`src/hw/gll_pkg.sv`:
```
// Constants shared by the GPIO lookup logic block.
package gll_pkg;

  localparam int unsigned GLL_ADDR_W = 8;
  localparam int unsigned GLL_DATA_W = 8;
  localparam int unsigned GLL_IO_W = 16;
  localparam int unsigned GLL_NUM_LUT = 5;
  localparam int unsigned GLL_SEL_W = 3;

  localparam logic [GLL_ADDR_W-1:0] GLL_OFS_UPPER_A_3IN = 8'h25;
  localparam logic [GLL_ADDR_W-1:0] GLL_OFS_LOWER_B_3IN = 8'h26;
  localparam logic [GLL_ADDR_W-1:0] GLL_OFS_LOWER_A_3IN = 8'h27;
  localparam logic [GLL_ADDR_W-1:0] GLL_OFS_LOWER_B_DUAL_FIRST = 8'h28;
  localparam logic [GLL_ADDR_W-1:0] GLL_OFS_LOWER_B_DUAL_SECOND = 8'h2A;

  localparam logic [GLL_DATA_W-1:0] GLL_LUT_RESET = 8'h00;
  localparam logic [GLL_DATA_W-1:0] GLL_RDATA_UNMAPPED = 8'h00;

  // Logic mode of a half-bank.
  typedef enum logic [1:0] {
    GLL_MODE_OFF = 2'b00,
    GLL_MODE_2TO1 = 2'b01,
    GLL_MODE_3TO1 = 2'b10,
    GLL_MODE_3TO2 = 2'b11
  } gll_mode_e;

  // Table index order inside the state array.
  localparam int unsigned GLL_T_UPPER_A_3IN = 0;
  localparam int unsigned GLL_T_LOWER_B_3IN = 1;
  localparam int unsigned GLL_T_LOWER_A_3IN = 2;
  localparam int unsigned GLL_T_LOWER_B_DUAL_FIRST = 3;
  localparam int unsigned GLL_T_LOWER_B_DUAL_SECOND = 4;

  // Pin positions: lowest pin of each three-pin index group and the driven pins.
  localparam int unsigned GLL_PIN_UPPER_A_IN = 4;
  localparam int unsigned GLL_PIN_LOWER_A_IN = 0;
  localparam int unsigned GLL_PIN_LOWER_B_IN = 8;
  localparam int unsigned GLL_PIN_UPPER_A_OUT = 7;
  localparam int unsigned GLL_PIN_LOWER_A_OUT = 3;
  localparam int unsigned GLL_PIN_LOWER_B_OUT = 11;
  localparam int unsigned GLL_PIN_LOWER_B_OUT2 = 12;

endpackage

```
`src/hw/gll_lookup_logic.sv`:
```
// GPIO lookup logic: truth-table registers and the pins they drive.
//
// Functional notes
// - In upper-A 3-to-1 mode, pin 7 is driven with table 0x25 bit indexed by pins 6..4.
// - In lower-B 3-to-1 mode, pin 11 is driven with table 0x26 bit indexed by pins 10..8.
// - In lower-A 3-to-1 mode, pin 3 is driven with table 0x27 bit indexed by pins 2..0.
// - In lower-B 3-to-2 mode, pin 11 is driven from table 0x28, indexed by pins 10..8.
// - Table bit n gives the output for input pattern n, bit 7 for all high, bit 0 for all low.
// - A table drives its pin only in its matching mode, and every table resets to zero.
// - In lower-B 3-to-2 mode, pin 12 is driven from table 0x2A, indexed by pins 10..8.
//
// Behaviour notes
// Every output is registered, so a pin follows its index pins one clock after they settle.
// The index pins of a table never include the pin that the table drives, so the loop
// through the pad ring closes only through a flip-flop.
// A read and a write to the same table in one cycle return the contents before the write.
// Unmapped addresses read as a fixed word and swallow writes.
// The mode fields are plain inputs; the codes are named in the package enum.
// Lower-A 3-to-2 and every 2-to-1 mode have no table in this block and drive nothing.
// The reset input is released through two flip-flops, so the register port and the
// pins stay quiet for two clocks after it rises.
// Each table is eight bits: bit n answers index pattern n, with pin order kept, so the
// highest index pin is the most significant bit of the pattern.
// The enable output marks the pins that a table owns in the current mode; the pad
// direction logic outside is expected to honour it, and the drive stays low where it is clear.
// Write data lands in a table on the clock after the request and reaches the pins one
// clock later again.
// Nothing here counts or waits: every path from an index pin or mode select to a pin is one clock.
// Mode changes take effect on the next clock, with no handover between tables.
module gll_lookup_logic
  import gll_pkg::*;
(
  // Clock and reset.
  input wire logic clk_sys,
  input wire logic rstn,
  // Register access port behind the serial interface.
  input wire logic reg_wr_en,
  input wire logic reg_rd_en,
  input wire logic [GLL_ADDR_W-1:0] reg_addr,
  input wire logic [GLL_DATA_W-1:0] reg_wdata,
  // Read answer.
  output logic [GLL_DATA_W-1:0] reg_rdata,
  output logic reg_rvalid,
  // Half-bank mode selects.
  input wire logic [1:0] upper_a_logic_mode,
  input wire logic [1:0] lower_a_logic_mode,
  input wire logic [1:0] lower_b_logic_mode,
  // Pin levels in.
  input wire logic [GLL_IO_W-1:0] io_in,
  // Lookup drive out.
  output logic [GLL_IO_W-1:0] io_lut_out,
  output logic [GLL_IO_W-1:0] io_lut_en
);

  typedef struct packed {
    // Truth tables in table order.
    logic [GLL_NUM_LUT-1:0][GLL_DATA_W-1:0] lut;
    // Word captured by the last read.
    logic [GLL_DATA_W-1:0] rdata;
    // One-cycle read answer strobe.
    logic rvalid;
    // Registered pin drive and its ownership mask.
    logic [GLL_IO_W-1:0] pin_out;
    logic [GLL_IO_W-1:0] pin_en;
  } gll_state_s;

  gll_state_s st_q;
  gll_state_s st_d;
  logic [1:0] rst_sync_q;
  logic rst_n;

  // Lookup side: one entry per table.
  logic [GLL_NUM_LUT-1:0] lut_bit;
  logic [GLL_NUM_LUT-1:0][GLL_SEL_W-1:0] lut_sel;
  logic [GLL_NUM_LUT-1:0] lut_live;
  // Register side: address match per table and the word a read would capture.
  logic [GLL_NUM_LUT-1:0] hit;
  logic [GLL_ADDR_W-1:0] lut_ofs [GLL_NUM_LUT];
  logic [GLL_DATA_W-1:0] rd_word;
  // Half-bank modes seen as the enum.
  gll_mode_e upa_mode;
  gll_mode_e lwa_mode;
  gll_mode_e lwb_mode;

  // The reset is released synchronously through two flip-flops.
  // Only the second flop feeds the design, so a late release cannot glitch it.
  always_ff @(posedge clk_sys or negedge rstn) begin
    if (!rstn) begin
      rst_sync_q <= 2'h0;
    end else begin
      rst_sync_q <= {rst_sync_q[0], 1'b1};
    end
  end
  assign rst_n = rst_sync_q[1];

  // Register address of each table.
  assign lut_ofs[GLL_T_UPPER_A_3IN] = GLL_OFS_UPPER_A_3IN;
  assign lut_ofs[GLL_T_LOWER_B_3IN] = GLL_OFS_LOWER_B_3IN;
  assign lut_ofs[GLL_T_LOWER_A_3IN] = GLL_OFS_LOWER_A_3IN;
  assign lut_ofs[GLL_T_LOWER_B_DUAL_FIRST] = GLL_OFS_LOWER_B_DUAL_FIRST;
  assign lut_ofs[GLL_T_LOWER_B_DUAL_SECOND] = GLL_OFS_LOWER_B_DUAL_SECOND;

  // Index pins of each table; both lower-B dual tables share the same three pins.
  assign lut_sel[GLL_T_UPPER_A_3IN] = io_in[GLL_PIN_UPPER_A_IN +: GLL_SEL_W];
  assign lut_sel[GLL_T_LOWER_B_3IN] = io_in[GLL_PIN_LOWER_B_IN +: GLL_SEL_W];
  assign lut_sel[GLL_T_LOWER_A_3IN] = io_in[GLL_PIN_LOWER_A_IN +: GLL_SEL_W];
  assign lut_sel[GLL_T_LOWER_B_DUAL_FIRST] = io_in[GLL_PIN_LOWER_B_IN +: GLL_SEL_W];
  assign lut_sel[GLL_T_LOWER_B_DUAL_SECOND] = io_in[GLL_PIN_LOWER_B_IN +: GLL_SEL_W];

  // Mode fields are plain inputs; the cast only names their codes.
  assign upa_mode = gll_mode_e'(upper_a_logic_mode);
  assign lwa_mode = gll_mode_e'(lower_a_logic_mode);
  assign lwb_mode = gll_mode_e'(lower_b_logic_mode);

  // A table is live only while its half-bank sits in the matching lookup mode.
  assign lut_live[GLL_T_UPPER_A_3IN] = (upa_mode == GLL_MODE_3TO1);
  assign lut_live[GLL_T_LOWER_B_3IN] = (lwb_mode == GLL_MODE_3TO1);
  assign lut_live[GLL_T_LOWER_A_3IN] = (lwa_mode == GLL_MODE_3TO1);
  assign lut_live[GLL_T_LOWER_B_DUAL_FIRST] = (lwb_mode == GLL_MODE_3TO2);
  assign lut_live[GLL_T_LOWER_B_DUAL_SECOND] = (lwb_mode == GLL_MODE_3TO2);

  // One lookup per table, each fed from the live pins.
  for (genvar gi = 0; gi < GLL_NUM_LUT; gi++) begin : g_lut
    assign hit[gi] = (reg_addr == lut_ofs[gi]);
    gll_lut3 u_lut (
      .table_bits(st_q.lut[gi]),
      .sel(lut_sel[gi]),
      .result(lut_bit[gi])
    );
  end

  // Unmapped reads answer with a fixed word; mapped reads take the current table.
  always_comb begin
    rd_word = GLL_RDATA_UNMAPPED;
    for (int i = 0; i < GLL_NUM_LUT; i++) begin
      if (hit[i]) begin
        rd_word = st_q.lut[i];
      end
    end
  end

  always_comb begin
    st_d = st_q;
    // A read captures the contents before a write in the same cycle lands.
    st_d.rvalid = reg_rd_en;
    if (reg_rd_en) begin
      st_d.rdata = rd_word;
    end
    // Writes to an address without a table are dropped.
    for (int i = 0; i < GLL_NUM_LUT; i++) begin
      if (reg_wr_en && hit[i]) begin
        st_d.lut[i] = reg_wdata;
      end
    end

    // Pins are recomputed every cycle from the inputs and modes.
    st_d.pin_out = '0;
    st_d.pin_en = '0;
    // Upper-A 3-to-1 table on pin 7.
    if (lut_live[GLL_T_UPPER_A_3IN]) begin
      st_d.pin_out[GLL_PIN_UPPER_A_OUT] = lut_bit[GLL_T_UPPER_A_3IN];
      st_d.pin_en[GLL_PIN_UPPER_A_OUT] = 1'b1;
    end
    // Lower-A 3-to-1 table on pin 3.
    if (lut_live[GLL_T_LOWER_A_3IN]) begin
      st_d.pin_out[GLL_PIN_LOWER_A_OUT] = lut_bit[GLL_T_LOWER_A_3IN];
      st_d.pin_en[GLL_PIN_LOWER_A_OUT] = 1'b1;
    end
    unique case (lwb_mode)
      // Lower-B 3-to-1 table on pin 11.
      GLL_MODE_3TO1: begin
        st_d.pin_out[GLL_PIN_LOWER_B_OUT] = lut_bit[GLL_T_LOWER_B_3IN];
        st_d.pin_en[GLL_PIN_LOWER_B_OUT] = 1'b1;
      end
      // Lower-B dual tables on pins 11 and 12.
      GLL_MODE_3TO2: begin
        st_d.pin_out[GLL_PIN_LOWER_B_OUT] = lut_bit[GLL_T_LOWER_B_DUAL_FIRST];
        st_d.pin_en[GLL_PIN_LOWER_B_OUT] = 1'b1;
        st_d.pin_out[GLL_PIN_LOWER_B_OUT2] = lut_bit[GLL_T_LOWER_B_DUAL_SECOND];
        st_d.pin_en[GLL_PIN_LOWER_B_OUT2] = 1'b1;
      end
      // No table here for these modes; pins 11 and 12 are left to the port.
      GLL_MODE_OFF, GLL_MODE_2TO1: begin
      end
    endcase
  end

  // One register stage for all state; tables come out of reset at zero.
  always_ff @(posedge clk_sys or negedge rst_n) begin
    if (!rst_n) begin
      st_q.lut <= {GLL_NUM_LUT{GLL_LUT_RESET}};
      st_q.rdata <= GLL_RDATA_UNMAPPED;
      st_q.rvalid <= 1'b0;
      st_q.pin_out <= '0;
      st_q.pin_en <= '0;
    end else begin
      st_q <= st_d;
    end
  end

  // Every output comes straight from the state register.
  assign reg_rdata = st_q.rdata;
  assign reg_rvalid = st_q.rvalid;
  assign io_lut_out = st_q.pin_out;
  assign io_lut_en = st_q.pin_en;

endmodule

```
`src/hw/gll_lut3.sv`:
```
// Three-input lookup: picks one bit of an eight-bit truth table.
module gll_lut3 (
  // Table contents.
  input wire logic [7:0] table_bits,
  // Input pattern.
  input wire logic [2:0] sel,
  // Selected bit.
  output logic result
);

  // Bit n of the table answers input pattern n.
  assign result = table_bits[sel];

endmodule

```
`config.mk`:
```
export PLATFORM = sky130hd
export DESIGN_NAME = gll_lookup_logic
export DESIGN_NICKNAME = d
export VERILOG_FILES = /design/src/hw/gll_pkg.sv /design/src/hw/gll_lookup_logic.sv /design/src/hw/gll_lut3.sv
export SDC_FILE = /design/constraint.sdc
export NUM_CORES = 1
export LEC_CHECK = 0
export BUFFER_PORTS_ARGS = -buffer_cell sky130_fd_sc_hd__clkbuf_2
export CAP_MARGIN = 30
export CORE_MARGIN = 4
export CORE_UTILIZATION = 55
export DETAILED_ROUTE_END_ITERATION = 6
export GPL_ROUTABILITY_DRIVEN = 0
export PLACE_DENSITY = 0.87
export SYNTH_ARGS = -nofsm -noshare
export SYNTH_HDL_FRONTEND = slang
export SYNTH_SLANG_ARGS = --single-unit
```
`constraint.sdc`:
```
create_clock -name clk_sys -period 4.6 [get_ports clk_sys]
set_input_delay 0 -clock clk_sys [delete_from_list [all_inputs] [get_ports clk_sys]]
set_output_delay 0 -clock clk_sys [all_outputs]
set_load 0.005 [all_outputs]
```
==> impl_metrics.yaml, run 1 <==
sta:
  setup_violations: 0
  fin_setup_tns_ps: 0
  worst_slew_pin_slew_ps: 1080
  finalCritPeriodShare: 0.409
  fmax_ghz: 0.531
  hold_violations: 0
  fin_crit_ps: 1880
  grt_setup_unrepaired: "no"
  relSlewSlack: 0.275
  final_max_slew_viol_count: 0
  fin_skew_ps: 9.03
finish:
  multiInputGateArea_mm2: 0.00137
  fin_area_mm2: 0.00355
  n_fill_cell: 390
  drive_above_1_share: 0.406
  diodes: 0
  regArea_mm2: 0.00148
  syn2layout_area_growth_pct: 18.0
  fin_nets: 336
setup_path:
  setup.worst_path.class: "in -> reg"
  start_kind: "input pin"
  endpoint_kind: "flip-flop"
  critPathArrivalTime_ps: 2090
  path_max_fanout: 9
  crit_required_ps: 4810
global_route:
  grt_max_degree: 58
  grt_usage: 0.231
  grt_pass1_wl_mm: 11.3
  grt_pass1_vias: 2258
  antenna_found_initial: 0
  grt_overflow: 0
drt:
  num_vias: 2128
  wire_per_inst_um: 18.6
  vias_per_cell: 5.78
  drtPass1Iterations: 4
  drt_iter0_drc: 179
  wirelength_mm: 6.85
  drc: 0
  drtAntennaViolNets: 0
synth:
  syn-cell-area_mm2: 0.00300
  ys_ff_latch: 59
  yosysSeqAreaShare: 0.491
  synth_edf_count: 0
  synth.distinct_cells: 30
  syn_area_per_cell_um2: 13.2
  synth_area_leaders: "dfrtp_1, mux2_2, mux4_2, buf_4, o221ai_1"
  syn_inst: 227
  synthFlopType: "dfrtp_1"
  synth_top_cell_by_area: "dfrtp_1"
  ys_async_sr_fraction: 1.00
  yosys_warnings: 0
  synth_top_area_share: 0.491
place:
  placed_area_mm2: 0.00321
  portBuffers: 51
  dp_hpwl_mm: 4.84
power:
  vdd_drop_max_v: 0.000178
  switching_power_mw: 0.274
  p_int_mw: 0.815
  power_density_mw_per_mm2: 307
  seq_power_share: 0.517
  p_leak_nw: 1.82
  clkPwrFrac: 0.365
  p_comb_frac: 0.119
  switching_share: 0.252
cts:
  cts_root_buf: "clkbuf_8"
  cts_resized: 0
  clk_pin_slew_ps: 70
  clk_latency_ps: 330
  cts-buffers-inserted: 9
  cts_tree: "done"
  cts_sinks: 59
  cts_htree_levels: 3
  clk_path_buf_depth: 2
die:
  rows: 26
  start_util: 0.577
  fp.dieH_um: 81.9
  core_mm2: 0.00520
  die-area_mm2: 0.00671
  ios: 83
  die-width_um: 81.9
run:
  cap_violations: 0
min_path:
  hp-class: "in -> reg"
status:
  status: "finished, final reports clean"
worst max-delay path: stages:
cell and delay, ps:
clkbuf_2 80, or4b_4 560, or3_1 540, nor3b_4 510
mux2_2 400
kinds of logic after synthesis:
group / after synthesis / share of synthesized area
flops: 59 / 0.491
mux: 55 / 0.237
simple gates: 39 / 0.0916
buf+inv: 38 / 0.0800
compound gates: 34 / 0.0970
other cells: 2 / 0.00250
worst paths after layout:
kind | startpoint | endpoint | slack (ps) | depth (start not counted)
worst max register to register | st_q[55] | io_lut_out[11] | 3200 | 3
worst max-delay path | reg_addr[7] | st_q[70] | 2720 | 5
worst min-delay path | upper_a_logic_mode[1] | io_lut_out[7] | 20 | 3
max in group asynchronous | rst_sync_q[1] | reg_rdata[4] | 3720 | 1
min in group asynchronous | rst_sync_q[1] | st_q[77] | 380 | 1
worst min register to register | rst_sync_q[0] | rst_sync_q[1] | 360 | 0
cell usage in the layout, fill, tap and decap left out, types with 2 or more instances in the layout:
cell type	count
clkbuf_2	51
o211a_1	8
mux2i_1	6
dlygate4sd3_1	18
nor2b_1	4
nor2_1	9
clkbuf_1	2
clkinv_2	3
nand2b_1	2
nand3b_1	10
conb_1	25
clkbuf_8	10
mux4_2	9
mux2_2	40
dfrtp_1	58
nand2_1	2
o221ai_1	16
a21o_1	8
nor3_1	2
nand4b_2	2
state kept, by name, indices dropped and copies added, names as in the netlist:
| register | count |
|---|---|
| reg_rvalid | 1 |
| io_lut_en | 4 |
| st_q | 40 |
| rst_sync_q | 2 |
| io_lut_out | 4 |
| reg_rdata | 8 |
cell usage after synthesis, types with 2 or more instances:
cell	n
mux2i_1	6
clkbuf_1	11
nand3b_1	10
nand2_1	2
mux4_2	9
o211a_1	8
conb_1	2
nor2b_1	4
nor2_1	9
buf_4	24
dfrtp_1	59
nand4b_2	2
a21o_1	8
mux2_2	40
nand2b_1	2
nor3_1	2
o221ai_1	16
per-stage QoR:
stage	hold slack (ps)	util	instances	total power, mW	setup WS (ps)
after floorplan	-296	-	250	0.654	2720
after global placement	-215	0.616	335	0.682	2470
after detailed placement	-212	0.616	335	0.689	2400
after CTS	2.76	0.681	368	1.10	2750
after global routing	23.6	0.681	368	1.14	2660
final	20.8	0.681	368	1.09	2720
repair_timing:
item                                   in CTS  in global routing
buffers inserted                            0                  0
endpoints found under the hold margin      44                  0
hold buffers                               18                  0
cell type report:
class,instances,share of cell area
clock buffer,12,0.0409
inverter,1,0.00106
tap,70,0.0247
timing repair buffer,70,0.125
clock inverter,3,0.00423
sequential,59,0.417
multi-input combinational,153,0.387
metal layers:
layer | track usage | vias up | wire, um
li1 | - | 942 | -
met1 | 0.282 | 1075 | 2740
met2 | 0.375 | 96 | 3410
met3 | 0.0493 | 15 | 524
met4 | 0.136 | 0 | 178
met5 | 0 | - | 0
power groups by stage:
stage	Combinational (mW)	Clock [mW]	Sequential, mW
6_report	0.130	0.397	0.563
5_1_grt	0.145	0.428	0.565
4_1_cts	0.130	0.405	0.562
3_5_place_dp	0.117	0	0.571
3_3_place_gp	0.113	0	0.569
2_1_floorplan	0.0810	0	0.573
Note: power is estimated with default switching activity, not from simulation.
==> run 2, diff against run 1 <==
- CORE_UTILIZATION: 55 -> 52
- PLACE_DENSITY: 0.87 -> 0.83
- clock period: 4.6 -> 1.8 ns (I/O delays scaled with it)
==> impl_metrics.yaml, run 2 (synthesized netlist as in run 1, its figures left out) <==
finish:
  drive_above_1_share: 0.424
  syn2layout_area_growth_pct: 21.1
  n_fill_cell: 425
  fin_nets: 341
  multiInputGateArea_mm2: 0.00137
  finalNonFillerCells: 376
  largest_register: "st_q"
  mostFrequentLayoutCells: "dfrtp_1, clkbuf_2, mux2_2"
  diodes: 0
  fin_area_mm2: 0.00364
  regArea_mm2: 0.00148
  largest_reg_flops: 40
  mostFrequentLayoutCell: "dfrtp_1"
cts:
  post_cts_buffers: 0
  cts_sinks: 59
  cts-buffers-inserted: 9
  cts_htree_levels: 3
  cts_hold_buf: 16
  clk_latency_ps: 330
  cts_tree: "done"
  cts_resized: 0
  clk_path_buf_depth: 2
  clk_pin_slew_ps: 60
  cts_root_buf: "clkbuf_8"
drt:
  vias_per_cell: 5.62
  drtAntennaViolNets: 0
  num_vias: 2112
  drtPass1Iterations: 4
  wire_per_inst_um: 17.2
  drt_iter0_drc: 161
  wirelength_mm: 6.47
  drc: 0
setup_path:
  slowest_stage: "or4b_4"
  cpMostUsedCell: "buf_4"
  critical_path_buf_inv_count: 3
  endpoint_kind: "flip-flop"
  setup.worst_path.class: "in -> reg"
  path_max_fanout: 8
  crit_required_ps: 2010
  start_kind: "input pin"
  critPathMaxStageDelay_ps: 530
  critPathArrivalTime_ps: 1780
  critPathTopFamily: "simple AND/OR/NAND/NOR gates"
  crit_path_cell_trace: "clkbuf_2 > or4b_4 > buf_4 > nor3b_1 > buf_4 > nand4b_2 > mux2_2"
global_route:
  grt_pass1_wl_mm: 10.8
  antenna_found_initial: 0
  grt_usage: 0.195
  grt_pass1_vias: 2114
  grt_max_degree: 58
  grt_overflow: 0
sta:
  final_max_slew_viol_count: 0
  worst_slack_ps: 226
  fin_skew_ps: 10.3
  fin_setup_tns_ps: 0
  setup_violations: 0
  hold_violations: 0
  grt_setup_unrepaired: "no"
  finalCritPeriodShare: 0.874
  fin_crit_ps: 1570
  fmax_ghz: 0.635
power:
  power_density_mw_per_mm2: 801
  p_total_mw: 2.91
  p_leak_nw: 1.87
  vdd_drop_max_v: 0.000465
die:
  die-area_mm2: 0.00706
  start_util: 0.542
  fp.dieH_um: 84.0
  core_mm2: 0.00554
  die-width_um: 84.0
  ios: 83
  rows: 27
run:
  cap_violations: 0
place:
  preCtsSetupSlack_ps: -122
  dp_cells: 344
  portBuffers: 51
  placed_area_mm2: 0.00329
  dp_hpwl_mm: 4.79
status:
  status: "finished, final reports clean"
min_path:
  hp-class: "in -> reg"
run 2: cell types whose count changed in the layout (fill, tap and decap cells not counted), sizes merged:
cell / delta
buf: +7
clkbuf: +3
clkinv: -2
dlygate4sd3: -2
run 2: final timing paths:
check,startpoint,end,slack (ps),cells after the start
min in group asynchronous,rst_sync_q[1],io_lut_out[3],240,1
worst min-delay path,reg_wdata[6],st_q[71],20,2
worst min register to register,rst_sync_q[1],io_lut_out[3],240,1
max in group asynchronous,rstn,rst_sync_q[1],1150,3
worst max-delay path,reg_addr[7],st_q[54],230,7
worst max register to register,st_q[55],io_lut_out[11],520,3
run 2: power breakdown:
part / total (mW) / switching [mW] / leakage, nW / internal [mW]
Combinational: 0.332 / 0.160 / 0.980 / 0.172
Sequential: 1.44 / 0.0446 / 0.791 / 1.39
Clock: 1.14 / 0.494 / 0.0997 / 0.650
Total: 2.91 / 0.698 / 1.87 / 2.21
run 2: cell type report:
| cell class | instances | share of cell area |
|---|---|---|
| Sequential cell | 59 | 0.406 |
| Multi-Input combinational cell | 153 | 0.378 |
| Timing Repair Buffer | 75 | 0.138 |
| Clock buffer | 15 | 0.0513 |
| Tap cell | 72 | 0.0248 |
| Clock inverter | 1 | 0.00138 |
| Inverter | 1 | 0.00103 |
run 2: through the flow:
stage	hold slack, ps	utilization
detailed placement	-212	0.593
global placement	-214	0.593
CTS	0.827	0.657
global route	10.3	0.657
finish	16.6	0.657
floorplan	-296	-
run 2: routing by layer:
metal	up-vias	GRT usage	routed length, um
met5	-	0	0
met4	0	0.0673	101
met3	12	0.0573	405
met2	71	0.315	3220
met1	1080	0.250	2740
li1	949	-	-
